--- config.mk ---
export PLATFORM = sky130hd
export DESIGN_NAME = bbcc_exec
export DESIGN_NICKNAME = d
export VERILOG_FILES = /design/src/hw/bbcc_pkg.sv /design/src/hw/bbcc_timing.sv /design/src/hw/bbcc_exec.sv
export SDC_FILE = /design/constraint.sdc
export NUM_CORES = 1
export LEC_CHECK = 0
export CAP_MARGIN = 20
export CORE_MARGIN = 4
export CORE_UTILIZATION = 58
export DETAILED_ROUTE_END_ITERATION = 12
export DONT_BUFFER_PORTS = 1
export HOLD_SLACK_MARGIN = 0.03
export PLACE_DENSITY = 0.75
export SLEW_MARGIN = 0
export SYNTH_ARGS = -nofsm -noshare
export SYNTH_HDL_FRONTEND = slang
export SYNTH_HIERARCHICAL = 1
export SYNTH_SLANG_ARGS = --single-unit
--- constraint.sdc ---
create_clock -name clock_i -period 1.8 [get_ports clock_i]
set_clock_uncertainty 0.15 [all_clocks]
set_input_delay 0.18 -clock clock_i [delete_from_list [all_inputs] [get_ports clock_i]]
set_output_delay 0.18 -clock clock_i [all_outputs]
set_load 0.02 [all_outputs]
--- src/hw/bbcc_pkg.sv ---
// Purpose: Shared constants and types for the bit-branch and CPU-control execution unit.
// Assumes: One clock at 100 MHz; every count here is in CPU clock cycles.
// Notes: Packed tables are indexed by operand area, lowest area in the lowest slot.
// Functional notes
// - One counted cycle is one CPU clock period; counts assume fetch from internal ROM.
// - Second cycle column applies when the operand lies outside high-speed RAM.
// - Branch if set, short direct bit: 3 bytes, 8 or 9 cycles.
// - Branch if set, special register bit: 4 bytes, 11 cycles.
// - Branch if set, accumulator bit: 3 bytes, 8 cycles.
// - Branch if set, status word bit: 3 bytes, 9 cycles.
// - Branch if set, bit of byte at HL: 3 bytes, 10 or 11 cycles.
// - Branch if clear, short direct bit: 4 bytes, 10 or 11 cycles.
// - Branch if clear, special register bit: 4 bytes, 11 cycles.
// - Branch if clear, accumulator bit: 3 bytes, 8 cycles.
// - Branch if clear, status word bit: 4 bytes, 11 cycles.
// - Branch if clear, bit of byte at HL: 3 bytes, 10 or 11 cycles.
// - Branch and clear, short direct bit: 4 bytes, 10 or 12 cycles, clears bit.
// - Branch and clear, special register bit: 4 bytes, 12 cycles, clears bit.
// - Branch and clear, accumulator bit: 3 bytes, 8 cycles, clears bit.
// - Branch and clear, status word bit: 4 bytes, 12 cycles; flags may change.
// - Branch and clear, bit at HL: 3 bytes, 10 or 12 cycles, clears bit.
// - Decrement B or C, branch if nonzero: 2 bytes, 6 cycles.
// - Decrement short direct byte, branch if nonzero: 3 bytes, 8 or 10 cycles.
// - Interrupt enable op sets the global enable: 2 bytes, 6 cycles.
// - Interrupt disable op clears the global enable: 2 bytes, 6 cycles.
package bbcc_pkg;

  typedef enum logic [3:0] {
    BBCC_OP_BIT_SET   = 4'h0,
    BBCC_OP_BIT_CLEAR = 4'h1,
    BBCC_OP_BIT_CLR   = 4'h2,
    BBCC_OP_DEC_BR    = 4'h3,
    BBCC_OP_EI        = 4'h4,
    BBCC_OP_DI        = 4'h5,
    BBCC_OP_SEL_BANK  = 4'h6,
    BBCC_OP_NOP       = 4'h7,
    BBCC_OP_HALT      = 4'h8,
    BBCC_OP_STOP      = 4'h9
  } bbcc_op_type;

  typedef enum logic [2:0] {
    BBCC_AREA_SADDR = 3'h0,
    BBCC_AREA_SFR   = 3'h1,
    BBCC_AREA_ACC   = 3'h2,
    BBCC_AREA_PSW   = 3'h3,
    BBCC_AREA_HL    = 3'h4,
    BBCC_AREA_REG_B = 3'h5,
    BBCC_AREA_REG_C = 3'h6
  } bbcc_area_type;

  typedef enum logic [1:0] {
    BBCC_IDLE = 2'b01,
    BBCC_RUN  = 2'b10
  } bbcc_fsm_type;

  // Slots ordered {hl, psw, acc, sfr, saddr}.
  localparam logic [4:0][2:0] LEN_BIT_SET   = {3'h3, 3'h3, 3'h3, 3'h4, 3'h3};
  localparam logic [4:0][3:0] CYC_BIT_SET_H = {4'ha, 4'h9, 4'h8, 4'hb, 4'h8};
  localparam logic [4:0][3:0] CYC_BIT_SET_X = {4'hb, 4'h9, 4'h8, 4'hb, 4'h9};
  localparam logic [4:0][2:0] LEN_BIT_CLEAR = {3'h3, 3'h4, 3'h3, 3'h4, 3'h4};
  localparam logic [4:0][3:0] CYC_BIT_CLR_H = {4'ha, 4'hb, 4'h8, 4'hb, 4'ha};
  localparam logic [4:0][3:0] CYC_BIT_CLR_X = {4'hb, 4'hb, 4'h8, 4'hb, 4'hb};
  localparam logic [4:0][2:0] LEN_BIT_CLR   = {3'h3, 3'h4, 3'h3, 3'h4, 3'h4};
  localparam logic [4:0][3:0] CYC_CLR_BR_H  = {4'ha, 4'hc, 4'h8, 4'hc, 4'ha};
  localparam logic [4:0][3:0] CYC_CLR_BR_X  = {4'hc, 4'hc, 4'h8, 4'hc, 4'hc};

  localparam logic [2:0] LEN_DEC_REG      = 3'h2;
  localparam logic [3:0] CYC_DEC_REG      = 4'h6;
  localparam logic [2:0] LEN_DEC_SADDR    = 3'h3;
  localparam logic [3:0] CYC_DEC_SADDR_H  = 4'h8;
  localparam logic [3:0] CYC_DEC_SADDR_X  = 4'ha;
  localparam logic [2:0] LEN_CONTROL      = 3'h2;
  localparam logic [3:0] CYC_INT_ENABLE   = 4'h6;
  localparam logic [3:0] CYC_SEL_BANK     = 4'h4;
  localparam logic [3:0] CYC_STANDBY      = 4'h6;
  localparam logic [2:0] LEN_NOP          = 3'h1;
  localparam logic [3:0] CYC_NOP          = 4'h2;

  localparam logic       RST_INT_ENABLE   = 1'b0;
  localparam logic [1:0] RST_BANK         = 2'h0;

endpackage

--- src/hw/bbcc_timing.sv ---
// Purpose: Instruction length and cycle count for each operation and operand area.
// Assumes: Inputs come from the same clock domain; the result is purely combinational.
// Notes: Illegal pairs of operation and area report legal_o low.
module bbcc_timing
  import bbcc_pkg::*;
(
  input  wire bbcc_op_type   op_i,
  input  wire bbcc_area_type area_i,
  input  wire logic          hs_ram_i,
  output logic [2:0]         len_o,
  output logic [3:0]         cyc_o,
  output logic               legal_o
);

  logic       bit_area;
  logic [2:0] slot;

  assign bit_area = (area_i <= BBCC_AREA_HL);
  assign slot     = bit_area ? area_i : 3'h0;

  // The high-speed RAM column applies only to short direct and HL operands.
  always_comb begin
    len_o   = LEN_NOP;
    cyc_o   = CYC_NOP;
    legal_o = 1'b1;
    case (op_i)
      BBCC_OP_BIT_SET: begin
        len_o   = LEN_BIT_SET[slot];
        cyc_o   = hs_ram_i ? CYC_BIT_SET_H[slot] : CYC_BIT_SET_X[slot];
        legal_o = bit_area;
      end
      BBCC_OP_BIT_CLEAR: begin
        len_o   = LEN_BIT_CLEAR[slot];
        cyc_o   = hs_ram_i ? CYC_BIT_CLR_H[slot] : CYC_BIT_CLR_X[slot];
        legal_o = bit_area;
      end
      BBCC_OP_BIT_CLR: begin
        len_o   = LEN_BIT_CLR[slot];
        cyc_o   = hs_ram_i ? CYC_CLR_BR_H[slot] : CYC_CLR_BR_X[slot];
        legal_o = bit_area;
      end
      BBCC_OP_DEC_BR: begin
        if (area_i == BBCC_AREA_SADDR) begin
          len_o = LEN_DEC_SADDR;
          cyc_o = hs_ram_i ? CYC_DEC_SADDR_H : CYC_DEC_SADDR_X;
        end else begin
          len_o   = LEN_DEC_REG;
          cyc_o   = CYC_DEC_REG;
          legal_o = (area_i == BBCC_AREA_REG_B) || (area_i == BBCC_AREA_REG_C);
        end
      end
      BBCC_OP_EI, BBCC_OP_DI: begin
        len_o = LEN_CONTROL;
        cyc_o = CYC_INT_ENABLE;
      end
      BBCC_OP_SEL_BANK: begin
        len_o = LEN_CONTROL;
        cyc_o = CYC_SEL_BANK;
      end
      BBCC_OP_HALT, BBCC_OP_STOP: begin
        len_o = LEN_CONTROL;
        cyc_o = CYC_STANDBY;
      end
      BBCC_OP_NOP: begin
        len_o = LEN_NOP;
        cyc_o = CYC_NOP;
      end
      default: begin
        legal_o = 1'b0;
      end
    endcase
  end

endmodule

--- src/hw/bbcc_exec.sv ---
// Purpose: Executes bit-test branches, decrement loops and CPU control operations.
// Assumes: Decoded operation, operand byte and program counter arrive on the same clock.
// Notes: Results appear together with done_o after the documented number of cycles.
module bbcc_exec
  import bbcc_pkg::*;
#(
  parameter int PC_W = 16
)
(
  input  wire logic          clock_i,
  input  wire logic          reset_n_i,
  input  wire logic          start_i,
  input  wire bbcc_op_type   op_i,
  input  wire bbcc_area_type area_i,
  input  wire logic [2:0]    bit_sel_i,
  input  wire logic [7:0]    signed_branch_offset_i,
  input  wire logic [PC_W-1:0] pc_i,
  input  wire logic [7:0]    operand_i,
  input  wire logic          hs_ram_i,
  input  wire logic [1:0]    bank_i,
  output logic               busy_o,
  output logic               done_o,
  output logic               illegal_o,
  output logic               taken_o,
  output logic [PC_W-1:0]    pc_o,
  output logic               wr_en_o,
  output logic [2:0]         wr_area_o,
  output logic [7:0]         wr_data_o,
  output logic               global_interrupt_enable_o,
  output logic [1:0]         bank_select_bits_o,
  output logic               halt_o,
  output logic               stop_o
);

  if (PC_W < 8) begin : g_bad_width
    $error("PC_W must be at least 8 bits.");
  end

  typedef struct packed {
    bbcc_fsm_type       fsm;
    logic [3:0]         cnt;
    bbcc_op_type        op;
    logic [1:0]         bank_req;
    logic [PC_W-1:0]    p_pc;
    logic               p_taken;
    logic               p_wr_en;
    logic [7:0]         p_wr_data;
    logic [2:0]         p_area;
    logic               done;
    logic               illegal;
    logic               taken;
    logic [PC_W-1:0]    pc;
    logic               wr_en;
    logic [2:0]         wr_area;
    logic [7:0]         wr_data;
    logic               ie;
    logic [1:0]         bank;
    logic               halt;
    logic               stop;
  } bbcc_state_type;

  bbcc_state_type st_r;
  bbcc_state_type st_nxt;

  logic [2:0] len;
  logic [3:0] cyc;
  logic       legal;
  logic       accept;
  logic       bit_val;
  logic [7:0] dec_val;

  bbcc_timing u_timing (
    .op_i     (op_i),
    .area_i   (area_i),
    .hs_ram_i (hs_ram_i),
    .len_o    (len),
    .cyc_o    (cyc),
    .legal_o  (legal)
  );

  // Target is the address after this instruction plus the sign-extended offset.
  function automatic logic [PC_W-1:0] next_pc(input logic [PC_W-1:0] pc, input logic [2:0] n,
                                              input logic [7:0] disp, input logic take);
    logic [PC_W-1:0] seq;
    seq = pc + PC_W'(n);
    next_pc = take ? seq + {{(PC_W-8){disp[7]}}, disp} : seq;
  endfunction

  function automatic logic [7:0] clear_bit(input logic [7:0] v, input logic [2:0] b);
    clear_bit = v & ~(8'h01 << b);
  endfunction

  assign accept  = (st_r.fsm == BBCC_IDLE) && start_i && legal;
  assign bit_val = operand_i[bit_sel_i];
  assign dec_val = operand_i - 8'h01;

  always_comb begin
    st_nxt         = st_r;
    st_nxt.done    = 1'b0;
    st_nxt.illegal = 1'b0;
    st_nxt.wr_en   = 1'b0;
    st_nxt.halt    = 1'b0;
    st_nxt.stop    = 1'b0;
    case (st_r.fsm)
      BBCC_IDLE: begin
        if (start_i && !legal) begin
          st_nxt.illegal = 1'b1;
        end else if (accept) begin
          st_nxt.fsm       = BBCC_RUN;
          st_nxt.cnt       = cyc - 4'h1;
          st_nxt.op        = op_i;
          st_nxt.bank_req  = bank_i;
          st_nxt.p_area    = area_i;
          st_nxt.p_taken   = 1'b0;
          st_nxt.p_wr_en   = 1'b0;
          st_nxt.p_wr_data = operand_i;
          case (op_i)
            BBCC_OP_BIT_SET: begin
              st_nxt.p_taken = bit_val;
            end
            BBCC_OP_BIT_CLEAR: begin
              st_nxt.p_taken = !bit_val;
            end
            BBCC_OP_BIT_CLR: begin
              // Writing the status word back may change its zero and carry flags.
              st_nxt.p_taken   = bit_val;
              st_nxt.p_wr_en   = bit_val;
              st_nxt.p_wr_data = clear_bit(operand_i, bit_sel_i);
            end
            BBCC_OP_DEC_BR: begin
              st_nxt.p_taken   = (dec_val != 8'h00);
              st_nxt.p_wr_en   = 1'b1;
              st_nxt.p_wr_data = dec_val;
            end
            default: begin
              st_nxt.p_taken = 1'b0;
            end
          endcase
          st_nxt.p_pc = next_pc(pc_i, len, signed_branch_offset_i, st_nxt.p_taken);
        end
      end
      BBCC_RUN: begin
        if (st_r.cnt == 4'h1) begin
          st_nxt.fsm     = BBCC_IDLE;
          st_nxt.done    = 1'b1;
          st_nxt.taken   = st_r.p_taken;
          st_nxt.pc      = st_r.p_pc;
          st_nxt.wr_en   = st_r.p_wr_en;
          st_nxt.wr_area = st_r.p_area;
          st_nxt.wr_data = st_r.p_wr_data;
          case (st_r.op)
            BBCC_OP_EI:       st_nxt.ie   = 1'b1;
            BBCC_OP_DI:       st_nxt.ie   = 1'b0;
            BBCC_OP_SEL_BANK: st_nxt.bank = st_r.bank_req;
            BBCC_OP_HALT:     st_nxt.halt = 1'b1;
            BBCC_OP_STOP:     st_nxt.stop = 1'b1;
            default:          st_nxt.ie   = st_r.ie;
          endcase
        end else begin
          st_nxt.cnt = st_r.cnt - 4'h1;
        end
      end
      default: begin
        st_nxt.fsm = BBCC_IDLE;
      end
    endcase
  end

  always_ff @(posedge clock_i or negedge reset_n_i) begin
    if (!reset_n_i) begin
      st_r      <= '0;
      st_r.fsm  <= BBCC_IDLE;
      st_r.op   <= BBCC_OP_NOP;
      st_r.ie   <= RST_INT_ENABLE;
      st_r.bank <= RST_BANK;
    end else begin
      st_r <= st_nxt;
    end
  end

  assign busy_o                    = st_r.fsm[1];
  assign done_o                    = st_r.done;
  assign illegal_o                 = st_r.illegal;
  assign taken_o                   = st_r.taken;
  assign pc_o                      = st_r.pc;
  assign wr_en_o                   = st_r.wr_en;
  assign wr_area_o                 = st_r.wr_area;
  assign wr_data_o                 = st_r.wr_data;
  assign global_interrupt_enable_o = st_r.ie;
  assign bank_select_bits_o        = st_r.bank;
  assign halt_o                    = st_r.halt;
  assign stop_o                    = st_r.stop;
endmodule

==> impl_metrics.ini, run 1 <==
[die]
start_util_pct = 61.0
io-pin-count = 85
die_width_um = 102
design.die.area_um2 = 10400
num_rows = 33
vertical_die_dimension_um = 102
fp.coreArea_um2 = 8380

[logic_synthesis]
mappedNetlistArea_um2 = 5110
ys_ff_latch = 77
netlist.area_leader.share_pct = 35.7
synth_sequential_area_ratio_pct = 37.8
postSynthCellCount = 614
number_of_enable_type_register_cells_in_the_synthesized_netlist = 0
synth.net_count = 688
synth_async_sr_flop_share_pct = 100
ys.warnings.count = 6
synthDistinctLibCells = 54
postSynthAreaPerCell_um2 = 8.33
synth_area_leader_cell = sky130_fd_sc_hd__dfrtp_1
ys_top_cells_by_area = sky130_fd_sc_hd__dfrtp_1 36%, sky130_fd_sc_hd__nand2_1 12%, sky130_fd_sc_hd__ha_1 5.9%, sky130_fd_sc_hd__buf_4 4.3%, sky130_fd_sc_hd__xnor2_1 3.1%
ys.flop_type = sky130_fd_sc_hd__dfrtp_1

[timing]
fmaxAchievable_mhz = 287
period_needed_ps = 3480
max_slew_margin_vs_limit_pct = 69.5
whs_ps = -641
final-setup-viol-count = 15
final_min_period_over_clock_period_pct = 193
hold_viol_final = 77
final_worst_setup_slack_ps = -1680
slew_violations = 0
rsz0062_at_grt = yes
worst_slew_pin_slew_ps = 446

[run_status]
status = complete, but fails checks
failing_checks = hold timing, setup timing

[setup_path]
critPathMaxFanout = 12
worst_reg2reg_path_length_in_cells = 5
regToRegStartpoint = st_r[75]
critPathLaunch = area_i[2]
critical_path.endpoint = st_r[63]
cp-start-kind = input pin
worst-endpoint-arrival_ps = 3570
required_ps = 1890
reg2reg_end = st_r[46]
reg_to_reg_slack_setup_ps = 60
endpoint_kind = register
crit_path_category = in -> reg

[place]
finalWeightedCongestion = 0.907
dp_hpwl_um = 10100
numPortBuffers = 0
placed_cells_incl_taps = 762

[detailed_routing]
drt_wl_total_um = 16000
first_iter_violations = 246
drcViolationCount = 0
drt.antenna.violating_nets = 0
drt_pass1_iterations = 6
wl_per_cell_um = 19.3
route.vias.total = 4863
drt-vias-per-instance = 5.89

[flow_run]
maxCapViolations = 0

[pwr]
total_leakage_power_nw = 3.25
clock_power_share_pct = 19.4
power.share.sequential_pct = 45.2
netSwitchingFraction_pct = 37.3
p_int_mw = 4.19
vdd_ir_drop_max_mv = 0.452
p_sw_mw = 2.50
comb_power_share_pct = 35.4
p_per_area_nw_per_um2 = 979

[clock_network]
cts_max_level = 3
clock_transition_at_path_regs_ps = 80
clock_tree.root_cell = sky130_fd_sc_hd__clkbuf_8
cts_buffers = 9
post_cts_hold_buffer_count = 24
clk_latency_ps = 350
cts_buffer_depth = 2
number_of_clock_sinks_seen_by_cts = 77
tritoncts = done

[finish]
num-nets-final = 790
layout-area-overhead-vs-synth_pct = 33.7
final_layout_size_suffix_gt1_share_pct = 30.2
final_cells = 826
antennaDiodeCount = 0

[worst_hold_path]
worst_hold_path_type = in -> async

[global_route]
first_pass_grt_wire_length_um = 23600
grt_pass1_vias = 4852
initial_antenna_violation_count = 0
grt_max_degree = 78
grt.overflow.total = 0
total_grt_usage_pct = 28.8
==> Yosys cell counts, types with 11 or more instances <==
master and instances:
sky130_fd_sc_hd__clkbuf_1 14, sky130_fd_sc_hd__nor3_1 11, sky130_fd_sc_hd__nor2_1 34, sky130_fd_sc_hd__xnor2_1 18
sky130_fd_sc_hd__xor2_1 14, sky130_fd_sc_hd__a21o_1 13, sky130_fd_sc_hd__buf_4 29, sky130_fd_sc_hd__dfrtp_1 73
sky130_fd_sc_hd__inv_1 20, sky130_fd_sc_hd__ha_1 24, sky130_fd_sc_hd__a31oi_1 15, sky130_fd_sc_hd__a21oi_1 25
sky130_fd_sc_hd__nand2_1 165, sky130_fd_sc_hd__nand3_1 13, sky130_fd_sc_hd__o21ai_0 30
==> cells in the final DEF (no fill, tap or decap), drive strengths merged, types with 5 or more instances in the layout <==
cell         netlist  routed
clkbuf            14      11
xnor2             18      18
nand2            166     166
a21oi             25      25
xor2              14      14
nor2b              5       5
mux2i              7       7
nor4               5       5
a31oi             15      15
dlygate4sd3        0      24
o21ai             33      33
nor3b              8       8
nand2b             5       5
nand3             13      13
nor2              34      34
inv               21      22
buf               38     119
nor3              11      11
nand4              8       8
ha                24      24
and3               8       8
a21o              13      13
dfrtp             73      73
==> layer usage <==
layer | GRT usage [%] | part of all wire, %
met5 | 0 | 0
met1 | 38.6 | 41
met3 | 6.89 | 7.1
met2 | 47.9 | 49
met4 | 6.56 | 2.2
==> how the worst min path moves through the flow <==
| stage | start | to | cells after the start |
|---|---|---|---|
| 2_1_floorplan | reset_n_i | bank_select_bits_o[0] | 0 |
| 3_3_place_gp | reset_n_i | wr_data_o[7] | 0 |
| 3_5_place_dp | reset_n_i | wr_area_o[2] | 0 |
| 4_1_cts | reset_n_i | wr_area_o[2] | 0 |
| 5_1_grt | reset_n_i | wr_data_o[7] | 0 |
| 6_report | reset_n_i | wr_area_o[2] | 0 |
==> repair_timing <==
item	in CTS	in global routing
gates cloned	0	0
setup endpoints to repair	15	47
pin swaps	47	51
setup buffers	15	17
resized for setup	25	53
endpoints found under the hold margin	98	77
==> per-stage QoR <==
step	setup TNS (ps)	worst slack (ps)	power, mW	util [%]	instance area [um2]
after floorplan	-20270	-1710	4.48	-	5340
after global placement	-23770	-1860	4.78	69.2	5800
after detailed placement	-25890	-1900	4.87	69.2	5800
after CTS	-18410	-1520	6.38	77.5	6500
after global routing	-21730	-1860	7.08	81.5	6830
final	-20470	-1680	6.69	81.5	6830
==> flip-flops by register name, indices dropped and copies added, names as in the netlist <==
name	count
illegal_o	1
wr_en_o	1
stop_o	1
wr_area_o	3
bank_select_bits_o	2
global_interrupt_enable_o	1
done_o	1
taken_o	1
st_r	40
halt_o	1
busy_o	1
wr_data_o	8
pc_o	16
==> cell type report <==
cell class | count | area, um2
Clock buffer | 11 | 131
Clock inverter | 5 | 61.3
Fill cell | 502 | 1550
Inverter | 21 | 81.3
Multi-Input combinational cell | 464 | 3290
Sequential cell | 77 | 1930
Tap cell | 105 | 131
Timing Repair Buffer | 143 | 1210
==> power by group through the flow <==
stage	logic [mW]	registers (mW)	clock network, mW
finish	2.37	3.03	1.30
CTS	2.05	3.02	1.31
floorplan	1.85	2.63	0
global route	2.58	3.09	1.40
global placement	1.76	3.02	0
detailed placement	1.82	3.05	0
==> worst max-delay path, cell delays in order <==
cell and delay, ps:
sky130_fd_sc_hd__xor2_4 160, sky130_fd_sc_hd__a21oi_2 170, sky130_fd_sc_hd__buf_4 150, sky130_fd_sc_hd__o221ai_2 100, sky130_fd_sc_hd__and3_4 200, sky130_fd_sc_hd__buf_6 120
sky130_fd_sc_hd__ha_4 260, sky130_fd_sc_hd__a21o_1 150, sky130_fd_sc_hd__a21oi_4 80, sky130_fd_sc_hd__nor2_1 180, sky130_fd_sc_hd__nand3_1 170, sky130_fd_sc_hd__xnor2_2 230
sky130_fd_sc_hd__ha_1 320, sky130_fd_sc_hd__a21o_1 260, sky130_fd_sc_hd__a31oi_4 210, sky130_fd_sc_hd__a311oi_2 70, sky130_fd_sc_hd__nor3b_2 210, sky130_fd_sc_hd__nor3_1 60
sky130_fd_sc_hd__a221o_1 280
==> cell families after synthesis <==
| family | share of synthesized area [%] |
|---|---|
| AO/OA/AOI/OAI | 15.5 |
| XOR/XNOR | 5.48 |
| adder cells (fa/ha/maj) | 6.66 |
| buffers and inverters | 8.22 |
| flip-flops | 37.8 |
| multiplexers | 2.91 |
| AND/OR/NAND/NOR | 23.4 |
No activity file was read; power rests on OpenSTA's default activity.
==> inputs of run 2 (changes only) <==
- PLACE_DENSITY: 0.75 -> 0.81
==> impl_metrics.ini, run 2 (same netlist as run 1, synthesis figures left out) <==
[run_status]
status = complete, but fails checks
failing_checks = hold timing, setup timing

[timing]
period_needed_ps = 3420
final_worst_setup_slack_ps = -1620
worst_slew_pin_slew_ps = 389
slew_violations = 0
max_slew_margin_vs_limit_pct = 73.4
final-setup-viol-count = 16
hold_viol_final = 77
whs_ps = -627
final_min_period_over_clock_period_pct = 190
rsz0062_at_grt = yes
fmaxAchievable_mhz = 293

[die]
design.die.area_um2 = 10400
io-pin-count = 85
die_width_um = 102
num_rows = 33
fp.coreArea_um2 = 8380
vertical_die_dimension_um = 102
start_util_pct = 61.0

[worst_hold_path]
worst_hold_path_type = in -> async

[clock_network]
cts_max_level = 3
clk_latency_ps = 350
tritoncts = done
clock_transition_at_path_regs_ps = 90
cts_buffers = 9
cts_buffer_depth = 2
clock_tree.root_cell = sky130_fd_sc_hd__clkbuf_8
post_cts_hold_buffer_count = 22
number_of_clock_sinks_seen_by_cts = 77

[place]
numPortBuffers = 0
finalWeightedCongestion = 0.932
dp_hpwl_um = 9910
setup_slack_after_placement_ps = -1930

[global_route]
initial_antenna_violation_count = 0
grt_pass1_vias = 4894
grt_max_degree = 78
first_pass_grt_wire_length_um = 23600
grt.overflow.total = 0
total_grt_usage_pct = 28.7

[pwr]
total_leakage_power_nw = 3.17
p_per_area_nw_per_um2 = 1000
vdd_ir_drop_max_mv = 0.472
post-layout-total-power_mw = 6.64

[detailed_routing]
drt_pass1_iterations = 7
wl_per_cell_um = 18.8
first_iter_violations = 492
drcViolationCount = 0
drt.antenna.violating_nets = 0
drt_wl_total_um = 15200
drt-vias-per-instance = 6.15
route.vias.total = 4966

[finish]
num-nets-final = 772
antennaDiodeCount = 0
most-common-layout-cells = 164 x sky130_fd_sc_hd__nand2_1, 97 x sky130_fd_sc_hd__buf_4, 72 x sky130_fd_sc_hd__dfrtp_1, 33 x sky130_fd_sc_hd__nor2_1, 22 x sky130_fd_sc_hd__dlygate4sd3_1
register_area_um2 = 1930
multiInputGateArea_um2 = 3210
regMostFlops = st_r
final_layout_size_suffix_gt1_share_pct = 27.2
layout-area-overhead-vs-synth_pct = 29.4
largest_reg_flops = 40
nFillCells = 535
layout.cells.most_common = sky130_fd_sc_hd__nand2_1

[setup_path]
cp-start-kind = input pin
critPathMaxFanout = 12
worst_reg2reg_path_length_in_cells = 5
crit_path_category = in -> reg
endpoint_kind = register
reg2reg_end = st_r[46]
required_ps = 1880
worst-endpoint-arrival_ps = 3500
reg_to_reg_slack_setup_ps = -10
regToRegStartpoint = st_r[75]

[flow_run]
maxCapViolations = 0
==> run 2: final cells by class <==
cell class,instances,area share [%]
clock buffer,10,1.93
clock inverter,6,1.32
timing repair buffer,125,15.8
inverter,21,1.23
sequential,77,29.2
tap,105,1.99
multi-input combinational,464,48.5
==> run 2: layer usage <==
| metal | global-route usage [%] | vias to the layer above | wire [um] | part of all wire, % |
|---|---|---|---|---|
| li1 | - | 2249 | - | - |
| met1 | 37.9 | 2371 | 6120 | 40 |
| met4 | 10.6 | 0 | 421 | 2.8 |
| met5 | 0 | - | 0 | 0 |
| met2 | 46.8 | 289 | 7240 | 48 |
| met3 | 6.14 | 57 | 1390 | 9.2 |
==> run 2: critical path, cell delays in order <==
cell,delay (ps)
sky130_fd_sc_hd__xor2_4,160
sky130_fd_sc_hd__a21oi_2,170
sky130_fd_sc_hd__o21ai_1,70
sky130_fd_sc_hd__a211o_1,290
sky130_fd_sc_hd__ha_2,190
sky130_fd_sc_hd__fa_2,370
sky130_fd_sc_hd__a21oi_4,220
sky130_fd_sc_hd__nor2_1,120
sky130_fd_sc_hd__nand4_1,160
sky130_fd_sc_hd__xnor2_2,170
sky130_fd_sc_hd__ha_4,250
sky130_fd_sc_hd__buf_4,130
sky130_fd_sc_hd__and3_1,180
sky130_fd_sc_hd__nand2_1,110
sky130_fd_sc_hd__a311oi_2,80
sky130_fd_sc_hd__nor3b_2,240
sky130_fd_sc_hd__nor3_1,80
sky130_fd_sc_hd__a221o_1,310
==> run 2: worst max-delay path by stage <==
stage	end	slack (ps)	depth (start not counted)	startpoint
final	st_r[63]	-1620	18	area_i[2]
after global placement	st_r[57]	-1860	17	area_i[2]
after floorplan	st_r[58]	-1710	18	op_i[1]
after CTS	st_r[58]	-1520	17	area_i[2]
after detailed placement	st_r[57]	-1930	17	area_i[2]
after global routing	st_r[63]	-1770	18	area_i[2]
==> run 2: power by group <==
group	leakage (nW)	internal, mW	switching (mW)
Sequential	0.976	2.33	0.711
Combinational	2.09	1.09	1.10
Clock	0.0985	0.778	0.635
Total	3.17	4.20	2.44
==> run 2: metrics by stage <==
stage,instances,area (um2),TNS (ps),utilization [%]
2_1_floorplan,614,5340,-20270,-
6_report,808,6610,-19290,78.9
3_5_place_dp,757,5790,-26070,69.1
3_3_place_gp,757,5790,-24480,69.1
4_1_cts,800,6390,-18000,76.2
5_1_grt,808,6610,-21300,78.9
==> run 2: timing repair <==
action / CTS / global route
pin swaps: 15 / 26
resized for setup: 18 / 28
cloned: 0 / 0
setup endpoints to repair: 15 / 27
endpoints found under the hold margin: 96 / 77
setup buffers: 6 / 8
